`config.mk`:
```
export PLATFORM = sky130hd
export DESIGN_NAME = dar_top
export DESIGN_NICKNAME = d
export VERILOG_FILES = /design/src/inc/dar_pkg.sv /design/src/rtl/dar_top.sv /design/src/rtl/dar_sync.sv
export VERILOG_INCLUDE_DIRS = /design/src /design/src/inc
export SDC_FILE = /design/constraint.sdc
export NUM_CORES = 1
export LEC_CHECK = 0
export ABC_AREA = 1
export CAP_MARGIN = 40
export CELL_PAD_IN_SITES_DETAIL_PLACEMENT = 1
export CELL_PAD_IN_SITES_GLOBAL_PLACEMENT = 2
export CORE_ASPECT_RATIO = 1.1
export CORE_UTILIZATION = 32
export DETAILED_ROUTE_END_ITERATION = 12
export DONT_BUFFER_PORTS = 1
export PLACE_DENSITY_LB_ADDON = 0.1
export SYNTH_ARGS = -nofsm -noshare
export SYNTH_HDL_FRONTEND = slang
export SYNTH_HIERARCHICAL = 1
export SYNTH_SLANG_ARGS = --single-unit
```
`constraint.sdc`:
```
create_clock -name aclk -period 1.7 [get_ports aclk]
set_input_delay 0.34 -clock aclk [delete_from_list [all_inputs] [get_ports aclk]]
set_output_delay 0.34 -clock aclk [all_outputs]
set_load 0.01 [all_outputs]
```
`src/inc/dar_consts.svh`:
```
// named constants for the demodulator alarm and status responder
`ifndef DAR_CONSTS_SVH
`define DAR_CONSTS_SVH

// ----------------------------------------------------------------
// query opcodes and response lengths
// ----------------------------------------------------------------
`define DAR_OP_LATCHED  16'h2406
`define DAR_OP_CURRENT  16'h2409
`define DAR_OP_QUALITY  16'h240d
`define DAR_LEN_ALARM   4'h6
`define DAR_LEN_QUAL    4'hc
`define DAR_RESP_BYTES  12

// ----------------------------------------------------------------
// register byte offsets and bus answers
// ----------------------------------------------------------------
`define DAR_OFF_CMD     8'h00
`define DAR_OFF_CLR     8'h04
`define DAR_OFF_STAT    8'h08
`define DAR_OFF_CFG     8'h0c
`define DAR_OFF_RESP0   8'h10
`define DAR_OFF_RESP1   8'h14
`define DAR_OFF_RESP2   8'h18
`define DAR_AXI_OKAY    2'b00
`define DAR_AXI_DECERR  2'b11

// ----------------------------------------------------------------
// register fields
// ----------------------------------------------------------------
`define DAR_CFG_LNB     0
`define DAR_CFG_FORCE   1
`define DAR_CFG_W       2
`define DAR_ST_VALID    0
`define DAR_ST_BADOP    1
`define DAR_ST_BUSY     2
`define DAR_ST_LEN      11:8
`define DAR_ST_OP       31:16
`define DAR_HI_BYTE     15:8
`define DAR_LO_BYTE     7:0

// ----------------------------------------------------------------
// fault input vector layout
// ----------------------------------------------------------------
`define DAR_RX_LO       0
`define DAR_RX_W        7
`define DAR_BUF_LO      7
`define DAR_BUF_W       6
`define DAR_PLL_LO      13
`define DAR_PLL_W       8
`define DAR_CLK_LO      21
`define DAR_CLK_W       4
`define DAR_SUP_LO      25
`define DAR_SUP_W       7
`define DAR_FRM_LO      32
`define DAR_FRM_W       5
`define DAR_FLT_W       37
`define DAR_LNB_BIT     5

// ----------------------------------------------------------------
// alarm byte indices and quality byte positions
// ----------------------------------------------------------------
`define DAR_AB1         0
`define DAR_AB2         1
`define DAR_AB3         2
`define DAR_AB4         3
`define DAR_ABC         4
`define DAR_AB5         5
`define DAR_QB_STATUS   8

`endif

```
`src/inc/dar_pkg.sv`:
```
// types shared by the alarm and status responder
package dar_pkg;
`include "dar_consts.svh"

    // ----------------------------------------------------------------
    // fill sequencer states, one-hot
    // ----------------------------------------------------------------
    typedef enum logic [1:0] {
        ST_IDLE = 2'b01,
        ST_FILL = 2'b10
    } dar_state_e;

    // kind of response being built
    typedef enum logic [1:0] {
        KIND_LAT  = 2'h0,
        KIND_CUR  = 2'h1,
        KIND_QUAL = 2'h2
    } dar_kind_e;

    // ----------------------------------------------------------------
    // state of the fault synchroniser
    // ----------------------------------------------------------------
    typedef struct packed {
        logic [`DAR_FLT_W-1:0] s1;
        logic [`DAR_FLT_W-1:0] s2;
        logic [`DAR_FLT_W-1:0] s3;
        logic [`DAR_FLT_W-1:0] flt;
    } dar_sync_s;

    // ----------------------------------------------------------------
    // state of the responder
    // ----------------------------------------------------------------
    typedef struct packed {
        dar_state_e                        st;
        logic                              aw_got;
        logic                              w_got;
        logic [7:0]                        awaddr;
        logic [31:0]                       wdata;
        logic [3:0]                        wstrb;
        logic                              bvalid;
        logic [1:0]                        bresp;
        logic                              rvalid;
        logic [31:0]                       rdata;
        logic [1:0]                        rresp;
        logic [5:0][7:0]                   lat;
        logic [`DAR_CFG_W-1:0]             cfg;
        logic [15:0]                       opcode;
        dar_kind_e                         kind;
        logic [3:0]                        ptr;
        logic [3:0]                        len;
        logic                              resp_valid;
        logic                              bad_op;
        logic [`DAR_RESP_BYTES-1:0][7:0]   resp;
    } dar_state_s;

endpackage

```
`src/rtl/dar_top.sv`:
```
// query responder for demodulator alarms and link quality, AXI4-Lite slave
`timescale 1ns/1ns

// How it works
// RULE1: latched query returns six bytes in order
// RULE2: current query returns same layout, live faults
// RULE3: defined bits fail as one, spares zero
// RULE4: alarm byte one holds receive faults
// RULE5: alarm byte two holds buffer, LNB faults
// RULE6: alarm byte three holds lock faults
// RULE7: alarm byte four holds clock activity
// RULE8: common byte holds supplies and housekeeping
// RULE9: alarm byte five holds framing alarms
// RULE10: frame sync bit one, prompt bit four
// RULE11: second bit-five entries move to six
// RULE12: latched bit sets on fail, host clears
// RULE13: quality query returns twelve bytes in order
// RULE14: BER mantissa two bytes, exponent separate
// RULE15: Eb/No sent as dB times hundred
// RULE16: status bits zero, one give BER validity
// RULE17: status bits two, three qualify Eb/No
// RULE18: input level magnitude in dB steps
// RULE19: level state signed, zero one minus one
// RULE20: AGC voltage passed as hex-coded byte
module dar_top
    import dar_pkg::*;
(
    // clock and reset
    input  wire logic                 aclk,
    input  wire logic                 aresetn,
    // axi4-lite write address and data
    input  wire logic [7:0]           s_axi_awaddr,
    input  wire logic                 s_axi_awvalid,
    output logic                      s_axi_awready,
    input  wire logic [31:0]          s_axi_wdata,
    input  wire logic [3:0]           s_axi_wstrb,
    input  wire logic                 s_axi_wvalid,
    output logic                      s_axi_wready,
    // axi4-lite write response
    output logic [1:0]                s_axi_bresp,
    output logic                      s_axi_bvalid,
    input  wire logic                 s_axi_bready,
    // axi4-lite read
    input  wire logic [7:0]           s_axi_araddr,
    input  wire logic                 s_axi_arvalid,
    output logic                      s_axi_arready,
    output logic [31:0]               s_axi_rdata,
    output logic [1:0]                s_axi_rresp,
    output logic                      s_axi_rvalid,
    input  wire logic                 s_axi_rready,
    // fault pins, asynchronous, one means fail
    input  wire logic [`DAR_RX_W-1:0] rx_flt,
    input  wire logic [`DAR_BUF_W-1:0] buf_flt,
    input  wire logic [`DAR_PLL_W-1:0] pll_flt,
    input  wire logic [`DAR_CLK_W-1:0] clk_flt,
    input  wire logic [`DAR_SUP_W-1:0] sup_flt,
    input  wire logic [`DAR_FRM_W-1:0] frm_flt,
    // link quality figures from the measurement logic, same clock
    input  wire logic [15:0]          raw_ber_man,
    input  wire logic [15:0]          cor_ber_man,
    input  wire logic [7:0]           raw_ber_exp,
    input  wire logic [7:0]           cor_ber_exp,
    input  wire logic [15:0]          ebno_cdb,
    input  wire logic                 ber_valid,
    input  wire logic                 tp_ber_valid,
    input  wire logic [1:0]           ebno_qual,
    input  wire logic [7:0]           in_level,
    input  wire logic [7:0]           level_state,
    input  wire logic [7:0]           agc_volt
);

    // ----------------------------------------------------------------
    // declarations
    // ----------------------------------------------------------------
    localparam dar_state_s RST = '{st: ST_IDLE, kind: KIND_LAT, default: '0};

    dar_state_s                     q;        // registered state
    dar_state_s                     d;        // next state
    logic [`DAR_FLT_W-1:0]          flt;      // filtered fault vector
    logic [5:0][7:0]                cur;      // current alarm bytes
    logic [`DAR_RESP_BYTES-1:0][7:0] qual;    // quality payload
    logic                           wr_fire;  // stored write is executed
    logic                           cmd_we;   // write to command register
    logic                           clr_we;   // write to clear register
    logic                           cmd_go;   // accepted query
    logic                           op_ok;    // opcode is a known query

    // ----------------------------------------------------------------
    // functions
    // ----------------------------------------------------------------
    // word address match, low two bits ignored
    function automatic logic is_off(input logic [7:0] a, input logic [7:0] off);
        is_off = (a[7:2] == off[7:2]);
    endfunction

    // one payload byte for the response kind and index
    function automatic logic [7:0] pick(input dar_kind_e k, input logic [3:0] i,
                                        input logic [5:0][7:0] c,
                                        input logic [5:0][7:0] l,
                                        input logic [`DAR_RESP_BYTES-1:0][7:0] qb);
        unique case (k)
            KIND_QUAL: pick = qb[i];
            KIND_CUR:  pick = c[i[2:0]];
            default:   pick = l[i[2:0]];
        endcase
    endfunction

    // ----------------------------------------------------------------
    // fault pin synchroniser
    // ----------------------------------------------------------------
    dar_sync u_sync (
        .aclk    (aclk),
        .aresetn (aresetn),
        .pin_in  ({frm_flt, sup_flt, clk_flt, pll_flt, buf_flt, rx_flt}),
        .flt_out (flt)
    );

    // ----------------------------------------------------------------
    // current alarm bytes
    // ----------------------------------------------------------------
    // RULE3: spare bits tied to pass
    // RULE4: receive faults, forced alarm from config
    // RULE11: uncorrectable word sits at bit six
    assign cur[`DAR_AB1] = {q.cfg[`DAR_CFG_FORCE], flt[`DAR_RX_LO +: `DAR_RX_W]};
    // RULE5: buffer faults, LNB only when variant enabled
    assign cur[`DAR_AB2] = {2'h0,
                            flt[`DAR_BUF_LO + `DAR_LNB_BIT] & q.cfg[`DAR_CFG_LNB],
                            flt[`DAR_BUF_LO +: `DAR_LNB_BIT]};
    // RULE6: lock faults, external reference lock at bit six
    assign cur[`DAR_AB3] = flt[`DAR_PLL_LO +: `DAR_PLL_W];
    // RULE7: clock activity faults, upper nibble spare
    assign cur[`DAR_AB4] = {4'h0, flt[`DAR_CLK_LO +: `DAR_CLK_W]};
    // RULE8: supply and housekeeping, bit seven spare
    assign cur[`DAR_ABC] = {1'b0, flt[`DAR_SUP_LO +: `DAR_SUP_W]};
    // RULE9: framing alarms, bit two and top spare
    // RULE10: frame sync at bit one, prompt at bit four
    assign cur[`DAR_AB5] = {2'h0, flt[`DAR_FRM_LO + 4], flt[`DAR_FRM_LO + 3],
                            flt[`DAR_FRM_LO + 2], 1'b0, flt[`DAR_FRM_LO +: 2]};

    // ----------------------------------------------------------------
    // link quality payload, high byte first in two-byte fields
    // ----------------------------------------------------------------
    // RULE13: field order of the quality answer
    // RULE14: mantissas here, exponents at six and seven
    assign qual[0]  = raw_ber_man[`DAR_HI_BYTE];
    assign qual[1]  = raw_ber_man[`DAR_LO_BYTE];
    assign qual[2]  = cor_ber_man[`DAR_HI_BYTE];
    assign qual[3]  = cor_ber_man[`DAR_LO_BYTE];
    // RULE15: Eb/No in hundredths of a dB
    assign qual[4]  = ebno_cdb[`DAR_HI_BYTE];
    assign qual[5]  = ebno_cdb[`DAR_LO_BYTE];
    assign qual[6]  = raw_ber_exp;
    assign qual[7]  = cor_ber_exp;
    // RULE16: validity bits, upper nibble reserved zero
    // RULE17: Eb/No qualifier in bits two and three
    assign qual[`DAR_QB_STATUS] = {4'h0, ebno_qual, tp_ber_valid, ber_valid};
    // RULE18: level magnitude, sign implied
    assign qual[9]  = in_level;
    // RULE19: signed level state passed unchanged
    assign qual[10] = level_state;
    // RULE20: hex-coded AGC voltage passed unchanged
    assign qual[11] = agc_volt;

    // ----------------------------------------------------------------
    // write decode
    // ----------------------------------------------------------------
    assign wr_fire = q.aw_got && q.w_got && !q.bvalid;
    assign cmd_we  = wr_fire && is_off(q.awaddr, `DAR_OFF_CMD) && (&q.wstrb[1:0]);
    assign clr_we  = wr_fire && is_off(q.awaddr, `DAR_OFF_CLR) && q.wstrb[0];
    assign op_ok   = (q.wdata[15:0] == `DAR_OP_LATCHED) ||
                     (q.wdata[15:0] == `DAR_OP_CURRENT) ||
                     (q.wdata[15:0] == `DAR_OP_QUALITY);
    assign cmd_go  = cmd_we && op_ok && (q.st == ST_IDLE);

    // ----------------------------------------------------------------
    // next state
    // ----------------------------------------------------------------
    always_comb begin
        logic [5:0][7:0] clr;   // per-byte clear mask
        clr = '0;
        d   = q;

        // capture address and data in either order
        if (s_axi_awvalid && s_axi_awready) begin
            d.aw_got = 1'b1;
            d.awaddr = s_axi_awaddr;
        end
        if (s_axi_wvalid && s_axi_wready) begin
            d.w_got = 1'b1;
            d.wdata = s_axi_wdata;
            d.wstrb = s_axi_wstrb;
        end

        // execute the write once both halves are in
        if (wr_fire) begin
            d.aw_got = 1'b0;
            d.w_got  = 1'b0;
            d.bvalid = 1'b1;
            d.bresp  = `DAR_AXI_OKAY;
            if (is_off(q.awaddr, `DAR_OFF_CFG)) begin
                // config byte lane zero only
                if (q.wstrb[0]) begin
                    d.cfg = q.wdata[`DAR_CFG_W-1:0];
                end
            end else if (!(is_off(q.awaddr, `DAR_OFF_CMD) || is_off(q.awaddr, `DAR_OFF_CLR) ||
                           is_off(q.awaddr, `DAR_OFF_STAT) ||
                           is_off(q.awaddr, `DAR_OFF_RESP0) ||
                           is_off(q.awaddr, `DAR_OFF_RESP1) ||
                           is_off(q.awaddr, `DAR_OFF_RESP2))) begin
                // nothing lives here
                d.bresp = `DAR_AXI_DECERR;
            end
        end
        if (q.bvalid && s_axi_bready) begin
            d.bvalid = 1'b0;
        end

        // RULE12: clear selected latched bytes by host write
        if (clr_we) begin
            for (int i = 0; i < 6; i++) begin
                clr[i] = {8{q.wdata[i]}};
            end
        end
        // RULE12: a failing bit sets and wins over clear
        d.lat = (q.lat & ~clr) | cur;

        // fill sequencer
        unique case (q.st)
            ST_IDLE: begin
                if (cmd_we && (q.st == ST_IDLE)) begin
                    d.opcode     = q.wdata[15:0];
                    d.bad_op     = !op_ok;
                    d.resp_valid = 1'b0;
                end
                if (cmd_go) begin
                    // RULE1: latched answer, six bytes
                    // RULE2: current answer, same six bytes
                    // RULE13: quality answer, twelve bytes
                    d.st   = ST_FILL;
                    d.ptr  = 4'h0;
                    d.resp = '0;
                    if (q.wdata[15:0] == `DAR_OP_QUALITY) begin
                        d.kind = KIND_QUAL;
                        d.len  = `DAR_LEN_QUAL;
                    end else if (q.wdata[15:0] == `DAR_OP_CURRENT) begin
                        d.kind = KIND_CUR;
                        d.len  = `DAR_LEN_ALARM;
                    end else begin
                        d.kind = KIND_LAT;
                        d.len  = `DAR_LEN_ALARM;
                    end
                end
            end
            ST_FILL: begin
                // RULE1: one byte per cycle in answer order
                d.resp[q.ptr] = pick(q.kind, q.ptr, cur, q.lat, qual);
                d.ptr         = q.ptr + 4'h1;
                if (q.ptr == q.len - 4'h1) begin
                    d.st         = ST_IDLE;
                    d.resp_valid = 1'b1;
                end
            end
            default: begin
                // illegal code, fall back to idle
                d.st = ST_IDLE;
            end
        endcase

        // register reads
        if (s_axi_arvalid && s_axi_arready) begin
            d.rvalid = 1'b1;
            d.rresp  = `DAR_AXI_OKAY;
            d.rdata  = '0;
            if (is_off(s_axi_araddr, `DAR_OFF_CMD)) begin
                d.rdata[15:0] = q.opcode;
            end else if (is_off(s_axi_araddr, `DAR_OFF_STAT)) begin
                d.rdata[`DAR_ST_VALID] = q.resp_valid;
                d.rdata[`DAR_ST_BADOP] = q.bad_op;
                d.rdata[`DAR_ST_BUSY]  = (q.st == ST_FILL);
                d.rdata[`DAR_ST_LEN]   = q.len;
                d.rdata[`DAR_ST_OP]    = q.opcode;
            end else if (is_off(s_axi_araddr, `DAR_OFF_CFG)) begin
                d.rdata[`DAR_CFG_W-1:0] = q.cfg;
            end else if (is_off(s_axi_araddr, `DAR_OFF_RESP0)) begin
                d.rdata = {q.resp[3], q.resp[2], q.resp[1], q.resp[0]};
            end else if (is_off(s_axi_araddr, `DAR_OFF_RESP1)) begin
                d.rdata = {q.resp[7], q.resp[6], q.resp[5], q.resp[4]};
            end else if (is_off(s_axi_araddr, `DAR_OFF_RESP2)) begin
                d.rdata = {q.resp[11], q.resp[10], q.resp[9], q.resp[8]};
            end else if (!is_off(s_axi_araddr, `DAR_OFF_CLR)) begin
                // unmapped read answers zero with decode error
                d.rresp = `DAR_AXI_DECERR;
            end
        end
        if (q.rvalid && s_axi_rready) begin
            d.rvalid = 1'b0;
        end
    end

    // ----------------------------------------------------------------
    // state register
    // ----------------------------------------------------------------
    always_ff @(posedge aclk) begin
        if (!aresetn) begin
            q <= RST;
        end else begin
            q <= d;
        end
    end

    // ----------------------------------------------------------------
    // bus outputs
    // ----------------------------------------------------------------
    assign s_axi_awready = !q.aw_got && !q.bvalid;
    assign s_axi_wready  = !q.w_got && !q.bvalid;
    assign s_axi_bvalid  = q.bvalid;
    assign s_axi_bresp   = q.bresp;
    assign s_axi_arready = !q.rvalid;
    assign s_axi_rvalid  = q.rvalid;
    assign s_axi_rdata   = q.rdata;
    assign s_axi_rresp   = q.rresp;
endmodule

```
`src/rtl/dar_sync.sv`:
```
// three-stage synchroniser with agreement filter for the fault pins
`timescale 1ns/1ns
module dar_sync
    import dar_pkg::*;
(
    // clock and reset
    input  wire logic                  aclk,
    input  wire logic                  aresetn,
    // pins and filtered result
    input  wire logic [`DAR_FLT_W-1:0] pin_in,
    output logic      [`DAR_FLT_W-1:0] flt_out
);

    dar_sync_s q;   // registered state
    dar_sync_s d;   // next state

    // shift chain; a bit moves only once stages two and three agree
    always_comb begin
        d     = q;
        d.s1  = pin_in;
        d.s2  = q.s1;
        d.s3  = q.s2;
        d.flt = (q.s2 & q.s3) | (q.flt & (q.s2 | q.s3));
    end

    // state register
    always_ff @(posedge aclk) begin
        if (!aresetn) begin
            q <= '0;
        end else begin
            q <= d;
        end
    end

    assign flt_out = q.flt;

endmodule

```
==> results of run 1 <==
[cells by family after synthesis]
| family | share of synthesized area, % |
|---|---|
| buffers and inverters | 11.9 |
| AO/OA/AOI/OAI | 13.4 |
| AND/OR/NAND/NOR | 26.8 |
| adder cells (fa/ha/maj) | 0.538 |
| flip-flops | 47.2 |
| XOR/XNOR | 0.108 |
[final cells by class]
type | count | share of cell area, %
clock buffers | 67 | 5.70
inverters | 202 | 3.53
flip-flops and latches | 384 | 34.3
clock inverters | 13 | 0.658
repair buffers | 359 | 18.0
well taps | 660 | 3.68
multi-input cells | 1483 | 34.1
[per-stage QoR]
stage | total power (uW) | util (%) | instance area [sq um] | setup slack [ps] | TNS (ps)
detailed placement | 10300 | 34.9 | 17500 | -337 | -23920
finish | 19900 | 44.7 | 22400 | -130 | -3490
floorplan | 10100 | - | 16300 | 30.3 | 0
global route | 20700 | 44.7 | 22400 | -186 | -11520
global placement | 10200 | 34.9 | 17500 | -241 | -18760
CTS | 20100 | 42.0 | 21100 | -118 | -7600
[power by group through the flow]
stage / combinational, uW / sequential, uW / clock (uW)
CTS: 1020 / 9340 / 9770
detailed placement: 716 / 9530 / 0
floorplan: 581 / 9470 / 0
finish: 1100 / 9340 / 9510
global route: 1220 / 9360 / 10100
global placement: 697 / 9530 / 0
[synth_stat cells, drive strengths merged, types with 3 or more instances]
cell type,count
a41oi,10
nor3,15
clkbuf,45
a211oi,4
a31oi,3
o22ai,5
nand3,234
nand4,11
o21ai,121
a32oi,3
dfxtp,384
ha,7
inv,201
buf,143
nand2,580
nor2,209
a21oi,270
[placed cells by master, fill, tap and decap left out, types with 3 or more instances in the layout]
master,synthesis,layout
nand2_1,576,520
dfxtp_1,384,378
a21oi_1,270,212
inv_1,191,181
nor2_1,191,173
nand3_1,234,171
dlygate4sd3_1,0,170
buf_4,107,107
o21ai_0,106,101
a21oi_2,0,57
nand3_2,0,56
clkbuf_16,0,55
nand2_2,3,44
buf_12,0,38
nor2_2,17,27
o21ai_1,15,16
buf_6,4,16
clkbuf_1,44,15
inv_2,10,13
nor3_1,14,13
buf_8,0,13
nand2_4,1,12
nand4_1,11,11
a41oi_1,10,10
nor2_4,1,9
clkinv_2,0,8
nand3_4,0,7
clkbuf_8,0,7
ha_1,7,6
o22ai_1,5,5
buf_16,0,5
nand2_8,0,4
inv_6,0,4
a211oi_1,4,4
dfxtp_2,0,4
inv_4,0,3
a32oi_1,3,3
bufinv_16,0,3
[sequential cells by signal (all words and copies together), names as in the netlist]
register	flops
s_axi_rresp	1
u_sync/flt_out	37
s_axi_rvalid	1
u_sync/d	74
s_axi_rdata	32
s_axi_bresp	1
u_sync/q	37
q	199
cur	1
s_axi_bvalid	1
[routing by layer]
metal,vias up,global-route usage (%)
met5,-,0
met4,0,8.45
met3,127,3.08
met2,269,42.7
met1,7698,27.4
li1,7659,-
[worst max path at each step]
stage                      start     to  slack, ps  depth (start not counted)
after floorplan           q[102]   q[0]         30                          9
after global placement    q[103]  q[58]       -240                         11
after detailed placement  q[103]  q[42]       -340                         11
after CTS                 q[102]  q[25]       -120                         14
after global routing      q[102]  q[32]       -190                         13
final                     q[102]  q[32]       -130                         11
[worst reg2reg max path: stages, from the launching register on]
cell,delay [ps]
dfxtp_4,380
buf_12,140
nor2_4,150
buf_12,150
buf_6,100
nand2_1,50
nand2_1,80
a21oi_2,50
o21ai_4,230
buf_6,200
nand3_2,90
a21oi_1,160
[timing repair]
item                                    4_1_cts  5_1_grt
resized for setup                            91      265
endpoints found under the setup margin      111      170
hold buffers                                170        1
cloned                                        7       16
buffers inserted                              2       11
endpoints found under the hold margin       207        2
pin swaps                                    20       68
==> flow_summary_export.csv, run 1 <==
group,metric,value,unit
place,gp_congestion,0.810,
drt,drcViolationCount,0,
clock_network,cts_tree,"built",
clock_network,cts_buffers,44,
yosys,yosysWarningCount,6,
flow_run,cap_violations,0,
drt,ant_nets,0,
worst_setup_path,criticalPathCategory,"reg2reg",
timing,setup_viol,84,
drt,drtPass1Iterations,5,
worst_setup_path,crit_slowest_cell,"dfxtp_4",
yosys,avgSynthCellArea,7.22,sq um
worst_setup_path,r2r_start,"q[102]",
grt,grt_pass1_wl,92800,um
pwr,swShare,23.0,%
finish,seqCellArea,7700,sq um
grt,grt_pass1_vias,16000,
die,start_util,32.5,%
worst_hold_path,hold-path-cell-count,2,
pwr,leakagePower,0.00905,uW
timing,max_freq,546,MHz
pwr,p_comb_share,5.5,%
drt,wl_met2,33000,um
worst_hold_path,hp-start,"aresetn",
yosys,synth_edf_count,0,
worst_setup_path,cp_max_fo,6,
drt,vias_per_cell,4.97,
yosys,synth_area,16300,sq um
grt,antenna_found_initial,0,
drt,drt_wl_total,64000,um
yosys,synthArstFlopShare,0,%
pwr,p_seq_share,46.8,%
die,rows,86,
yosys,yosysSeqAreaShare,47.2,%
timing,holdWs,96.8,ps
worst_setup_path,crit_required,2210,ps
finish,fin_nets,2669,
yosys,synth_nets,2452,
finish,area_delta_synth_final,37.7,%
clock_network,clkLatencyLatePin,590,ps
die,die_width,217,um
finish,fin_cells,3168,
clock_network,clockRootBuffer,"clkbuf_16",
place,dp_hpwl,41200,um
worst_setup_path,cp_top_family,"buffers and inverters",
place,port_buffers,0,
worst_setup_path,start_kind,"register",
clock_network,cts.clk_slew.worst_paths,60,ps
timing,fin_crit,1830,ps
worst_setup_path,rrSetupSlack,-130,ps
timing,finClkSkew,33.1,ps
timing,finalMaxSlewViolations,0,
worst_setup_path,r2r-end,"q[32]",
timing,tightest_slew,414,ps
clock_network,cts_max_path_buffers,3,
worst_setup_path,end_kind,"register",
worst_setup_path,slowest_delay,380,ps
pwr,clkPwrFrac,47.7,%
status,run_status,"complete, but fails checks",
finish,drive_gt1_share,20.3,%
die,die_area,51800,sq um
clock_network,clock-sinks,384,
pwr,internal_power,15400,uW
drt,top_layer,"met4",
worst_hold_path,min_path_type,"in2reg",
clock_network,htreeDepth,2,
drt,wl_met3,1900,um
timing,grt_setup_unrepaired,"true",
worst_setup_path,worstPathCellList,"buf_12, nor2_4, buf_12, buf_6, nand2_1, nand2_1, a21oi_2, o21ai_4, buf_6, nand3_2, a21oi_1",
drt,num_vias,15800,
finish,n_fill_cell,6082,
finish,antenna_cells,0,
status,violations,"negative setup slack",
worst_setup_path,critical_path_arrival,2340,ps
grt,overflow,0,
die,die_h,239,um
worst_setup_path,rr_worst_depth,11,
yosys,synth_cell_type_count,37,
drt,wl_per_cell,20.2,um
yosys,synthCells,2257,
worst_hold_path,hold_end,"q[127]",
yosys,yosys.area.top_type_share,47.2,%
place,numPlacedInstances,2885,
grt,grt_max_degree,111,
timing,setup_slack,-130,ps
pwr,ir_worst_vdd,0.739,mV
timing,hold_viol,0,
yosys,yosysTopAreaCell,"dfxtp_1",
die,core_area,50100,sq um
pwr,switching_power,4590,uW
timing,period_share,108,%
grt,gr-usage-all-layers,23.3,%
pwr,p_per_area,889,nW/um^2
drt,drt_iter0_drc,783,
finish,multi_input_area,7650,sq um
yosys,ys_seq_elements,384,
yosys,synth_flop_cell,"dfxtp_1",
drt,met1Wirelength,26500,um
die,io-pin-count,229,
worst_setup_path,critPathBufInv,4,
yosys,synth_area_leaders,"dfxtp_1 (47%), nand2_1 (13%), a21oi_1 (8.3%)",
timing,slew-limit-headroom,72.3,%
(Power assumes the default switching activity.)
==> run 2: changes to the inputs <==
- CORE_MARGIN: default -> 2
==> run 2 against run 1 <==
  * The run still ends with negative setup slack left
  * Sequential share of layout area grew 0.052 points
  * Wire length shrank 0.65%
  * Core utilization fell by 0.075 points
  * Via count hardly changed
  * Largest power group unchanged
  * Critical endpoint is now q[92]
  * Highest routed layer is now met5
  * Critical path depth unchanged
==> flow_summary_export.csv, run 2 (synthesis gave the netlist of run 1 again) <==
group,metric,value,unit
die,start_util,32.5,%
worst_hold_path,hold-path-cell-count,2,
finish,area_delta_synth_final,37.4,%
worst_setup_path,crit_slowest_cell,"dfxtp_4",
place,gp_congestion,0.820,
drt,drt_iter0_drc,688,
grt,grt_pass1_vias,16200,
worst_hold_path,hp-start,"s_axi_awvalid",
clock_network,cts.clk_slew.worst_paths,60,ps
worst_setup_path,rr_worst_depth,11,
timing,max_freq,532,MHz
clock_network,clock-sinks,384,
finish,fin_nets,2681,
worst_setup_path,crit_required,2150,ps
finish,drive_gt1_share,19.3,%
worst_setup_path,end_kind,"register",
die,rows,86,
grt,overflow,0,
clock_network,clkLatencyLatePin,580,ps
worst_setup_path,slowest_delay,410,ps
clock_network,clockRootBuffer,"clkbuf_16",
worst_setup_path,rrSetupSlack,-180,ps
worst_setup_path,r2r_start,"q[102]",
worst_setup_path,criticalPathCategory,"reg2reg",
timing,setup_slack,-180,ps
finish,final_common_cell,"nand2_1",
die,io-pin-count,229,
pwr,ir_worst_vdd,0.824,mV
timing,finClkSkew,27.8,ps
grt,grt_pass1_wl,93500,um
pwr,p_per_area,898,nW/um^2
grt,grt_max_degree,110,
grt,antenna_found_initial,1,
finish,antenna_cells,0,
timing,tightest_slew,493,ps
worst_hold_path,min_path_type,"in2reg",
worst_setup_path,crit_top_cell,"buf_6",
worst_setup_path,r2r-end,"q[92]",
die,die_width,219,um
drt,num_vias,15700,
drt,vias_per_cell,4.95,
status,run_status,"complete, but fails checks",
finish,final_cell_mix,"nand2_1 (534), dfxtp_1 (379), a21oi_1 (222)",
finish,top_register,"q",
flow_run,cap_violations,0,
die,die_area,52700,sq um
finish,final_util,44.6,%
place,place_ws,-375,ps
status,violations,"negative setup slack",
finish,largest_reg_flops,199,
drt,drt_wl_total,63600,um
grt,gr-usage-all-layers,23.1,%
timing,holdWs,94.3,ps
timing,finalMaxSlewViolations,0,
worst_setup_path,critical_path_arrival,2330,ps
worst_setup_path,cp_max_fo,6,
worst_setup_path,start_kind,"register",
finish,n_fill_cell,6038,
timing,setup_viol,96,
place,dpl_cell_area,17400,sq um
die,die_h,241,um
place,port_buffers,0,
pwr,leakagePower,0.00915,uW
drt,drcViolationCount,0,
worst_setup_path,worstPathCellList,"buf_6, buf_6, nor2_4, buf_6, nand2_2, o211ai_1, a21oi_2, nand2_4, buf_6, nand3_1, a21oi_1",
clock_network,cts_max_path_buffers,3,
timing,fin_setup_tns,-10320,ps
worst_hold_path,hold_end,"q[250]",
timing,slew-limit-headroom,67.2,%
die,core_area,50100,sq um
timing,period_share,111,%
drt,wl_per_cell,20.0,um
timing,hold_viol,0,
timing,fin_crit,1880,ps
drt,drtPass1Iterations,5,
drt,ant_nets,0,
timing,grt_setup_unrepaired,"true",
clock_network,cts_buffers,44,
clock_network,cts_tree,"built",
place,dp_hpwl,41200,um
clock_network,htreeDepth,2,
finish,final_area,22400,sq um
run 2: cell count changes in the layout (fill, tap and decap cells not counted), moves of 7 or more:
cell,change
nand3_1,+20
nand3_2,-20
buf_6,+14
nand2_1,+14
nand2_2,-13
buf_4,+12
a21oi_2,-11
a21oi_1,+10
buf_8,-10
buf_12,-7
clkbuf_1,-7
nor2_2,+7
run 2: metrics by stage:
stage	cells	power, uW
after CTS	3144	20400
final	3178	20100
after detailed placement	2887	10200
after global placement	2887	10200
after floorplan	2257	10100
after global routing	3178	20900
run 2: area by class of cell:
cell class,instances,area [sq um],share of cell area [%]
Sequential cell,384,7700,34.4
Multi-Input combinational cell,1483,7500,33.5
Timing Repair Buffer,371,4080,18.2
Clock buffer,63,1280,5.73
Tap cell,660,826,3.69
Inverter,202,796,3.56
Clock inverter,15,193,0.861
run 2: critical path, delay by kind of cell (launching register included):
kind | cells | cell delay [ps]
flops | 1 | 410
simple gates | 4 | 300
buf+inv | 4 | 550
compound gates | 3 | 500
run 2: layer usage:
layer,GRT usage [%],vias to the layer above,routed length (um)
met4,8.64,2,2480
met2,42.8,238,32900
met1,26.7,7700,26100
met5,0,-,13
li1,-,7688,-
met3,3.59,114,2130
run 2: repair_timing:
action	4_1_cts	5_1_grt
endpoints found under the hold margin	210	0
hold buffers	170	0
resized for setup	103	194
setup endpoints to repair	117	162
buffers inserted	5	18
cloned	5	17
pin swaps	10	41
run 2: power breakdown:
group | switching, uW | internal (uW)
Combinational | 564 | 508
Sequential | 136 | 9200
Clock | 3860 | 5840
run 2: worst max-delay path by stage:
stage | startpoint | endpoint | slack (ps) | depth (start not counted)
floorplan | q[102] | q[0] | 30 | 9
detailed placement | q[103] | q[85] | -370 | 12
CTS | q[102] | q[76] | -140 | 9
global route | q[102] | q[84] | -270 | 11
finish | q[102] | q[92] | -180 | 11
global placement | q[103] | q[66] | -310 | 10
==> run 3: changes to the inputs <==
- ABC_AREA: 1 -> default
- CORE_UTILIZATION: 32 -> 36
==> run 3 against run 2 <==
  * The run still ends with negative setup slack left
  * Sequential power hardly changed
  * Global-route usage is 1.6 points higher
  * Total power shrank 1.2%
  * Critical path type unchanged
==> flow_summary_export.csv, run 3 <==
group,metric,value,unit
timing,setup_slack,-345,ps
status,run_status,"complete, but fails checks",
grt,gr-usage-all-layers,24.7,%
timing,hold_viol,0,
timing,finalMaxSlewViolations,0,
drt,drtPass1Iterations,5,
grt,grt_pass1_vias,15200,
status,violations,"negative setup slack",
timing,setup_viol,108,
clock_network,clockRootBuffer,"clkbuf_16",
timing,max_freq,489,MHz
yosys,synth_flop_cell,"dfxtp_1",
yosys,yosysMostFrequentCell,"dfxtp_1",
grt,overflow,0,
finish,seqCellArea,7700,sq um
yosys,ys_seq_elements,384,
clock_network,htreeDepth,2,
worst_setup_path,cp_max_fo,10,
timing,grt_setup_unrepaired,"true",
die,die_width,208,um
yosys,synthCells,1748,
yosys,synth_edf_count,0,
drt,wl_met3,2590,um
finish,final_cell_mix,"dfxtp_1 (377), dlygate4sd3_1 (225), buf_4 (194)",
yosys,synth.top_cells.by_count,"dfxtp_1 (384), nand2_1 (198), nand3_1 (157), and2_1 (134), o22ai_1 (92)",
yosys,synth_area_leaders,"dfxtp_1 (47%), and2_1 (5.1%), nand3_1 (4.8%)",
flow_run,cap_violations,0,
grt,grt_pass1_wl,90800,um
place,dp_hpwl,40000,um
die,core_area,45300,sq um
drt,drcViolationCount,0,
pwr,p_total,19900,uW
pwr,ir_worst_vdd,0.792,mV
clock_network,clkLatencyLatePin,590,ps
die,io-pin-count,229,
clock_network,cts_buffers,44,
drt,top_layer,"met4",
timing,finClkSkew,25.8,ps
yosys,yosysTopAreaCell,"dfxtp_1",
drt,wl_per_cell,23.0,um
finish,largest_reg_flops,199,
place,numPlacedInstances,2346,
place,place_ws,-472,ps
clock_network,cts_max_path_buffers,3,
timing,period_share,120,%
worst_setup_path,criticalPathCategory,"reg2reg",
grt,antenna_found_initial,2,
clock_network,clock-sinks,384,
die,die_h,228,um
finish,area_delta_synth_final,39.7,%
drt,ant_nets,0,
drt,vias_per_cell,5.33,
yosys,avgSynthCellArea,9.43,sq um
finish,drive_gt1_share,23.4,%
clock_network,cts_tree,"built",
timing,fin_setup_tns,-28640,ps
clock_network,cts.clk_slew.worst_paths,60,ps
finish,fin_cells,2698,
worst_setup_path,start_kind,"register",
die,die_area,47500,sq um
finish,fin_nets,2266,
timing,fin_crit,2040,ps
finish,multi_input_area,8040,sq um
finish,final_common_cell,"dfxtp_1",
yosys,yosysWarningCount,6,
die,rows,82,
yosys,synth_area,16500,sq um
drt,drt_wl_total,61900,um
yosys,synthArstFlopShare,0,%
worst_setup_path,critical_path_arrival,2510,ps
finish,top_register,"q",
worst_setup_path,end_kind,"register",
worst_setup_path,crit_required,2170,ps
die,start_util,36.4,%
drt,drt_iter0_drc,721,
yosys,synth_cell_type_count,76,
finish,n_fill_cell,4980,
drt,num_vias,14400,
pwr,leakagePower,0.00882,uW
grt,grt_max_degree,437,
yosys,synth_nets,1943,
place,port_buffers,0,
worst_hold_path,min_path_type,"in2reg",
yosys,yosys.area.top_type_share,46.6,%
timing,tightest_slew,1060,ps
drt,wl_met2,31700,um
pwr,p_per_area,863,nW/um^2
drt,met1Wirelength,25500,um
timing,slew-limit-headroom,29.5,%
place,gp_congestion,0.885,
timing,holdWs,36.4,ps
yosys,yosysSeqAreaShare,46.6,%
-- run 3: final cells by class --
| type | count | area share [%] |
|---|---|---|
| well taps | 588 | 3.19 |
| multi-input cells | 1136 | 34.9 |
| inverters | 14 | 0.244 |
| repair buffers | 491 | 21.9 |
| clock buffers | 69 | 5.75 |
| flip-flops and latches | 384 | 33.4 |
| diodes | 3 | 0.0326 |
| clock inverters | 13 | 0.554 |
-- run 3: cell families after synthesis --
group	Yosys count	share of synthesized area (%)
DFF	384	46.6
xor gates and xnor gates	4	0.213
muxes	89	7.35
AOI/OAI and AO/OA	419	18.0
buffers and inverters	228	8.09
and+or+nand+nor	617	19.2
adders and majority gates	7	0.531
-- run 3: critical path, stage by stage, from the launching register on --
cell and delay, ps:
dfxtp_4 400, buf_12 150, mux4_2 510, o22ai_2 170, nor3_2 80, a211oi_4 210
buf_12 160, buf_12 140, o22ai_1 90
-- run 3: metrics by stage --
| step | utilization, % | instance area, sq um |
|---|---|---|
| global route | 50.8 | 23000 |
| CTS | 49.1 | 22300 |
| global placement | 40.0 | 18100 |
| finish | 50.8 | 23000 |
| floorplan | - | 16600 |
| detailed placement | 40.0 | 18200 |
-- run 3: final timing paths --
path | start | to | slack [ps] | depth (start not counted)
hold reg to reg | q[157] | q[157] | 460 | 1
setup / recovery | q[102] | q[66] | -340 | 8
hold / removal | s_axi_araddr[2] | s_axi_rresp[0] | 40 | 2
setup reg to reg | q[102] | q[66] | -340 | 8
-- run 3: report_power, final --
part           internal (uW)  leakage (uW)  total (uW)  switching [uW]
combinational            636       0.00498        1040             403
sequential              9190       0.00312        9320             132
clock                   5540      0.000721        9520            3980
total                  15400       0.00882       19900            4510
-- run 3: layer usage --
| layer | up-vias | global-route usage [%] |
|---|---|---|
| met1 | 7083 | 29.1 |
| met5 | - | 0 |
| li1 | 6824 | - |
| met3 | 99 | 3.44 |
| met2 | 375 | 44.9 |
| met4 | 0 | 10.2 |
-- run 3: what timing repair did --
item	4_1_cts	5_1_grt
gates resized for setup	59	108
hold buffers	220	6
pin swaps	16	22
setup endpoints to repair	134	146
buffers inserted	13	17
cloned	3	10
endpoints found under the hold margin	277	76
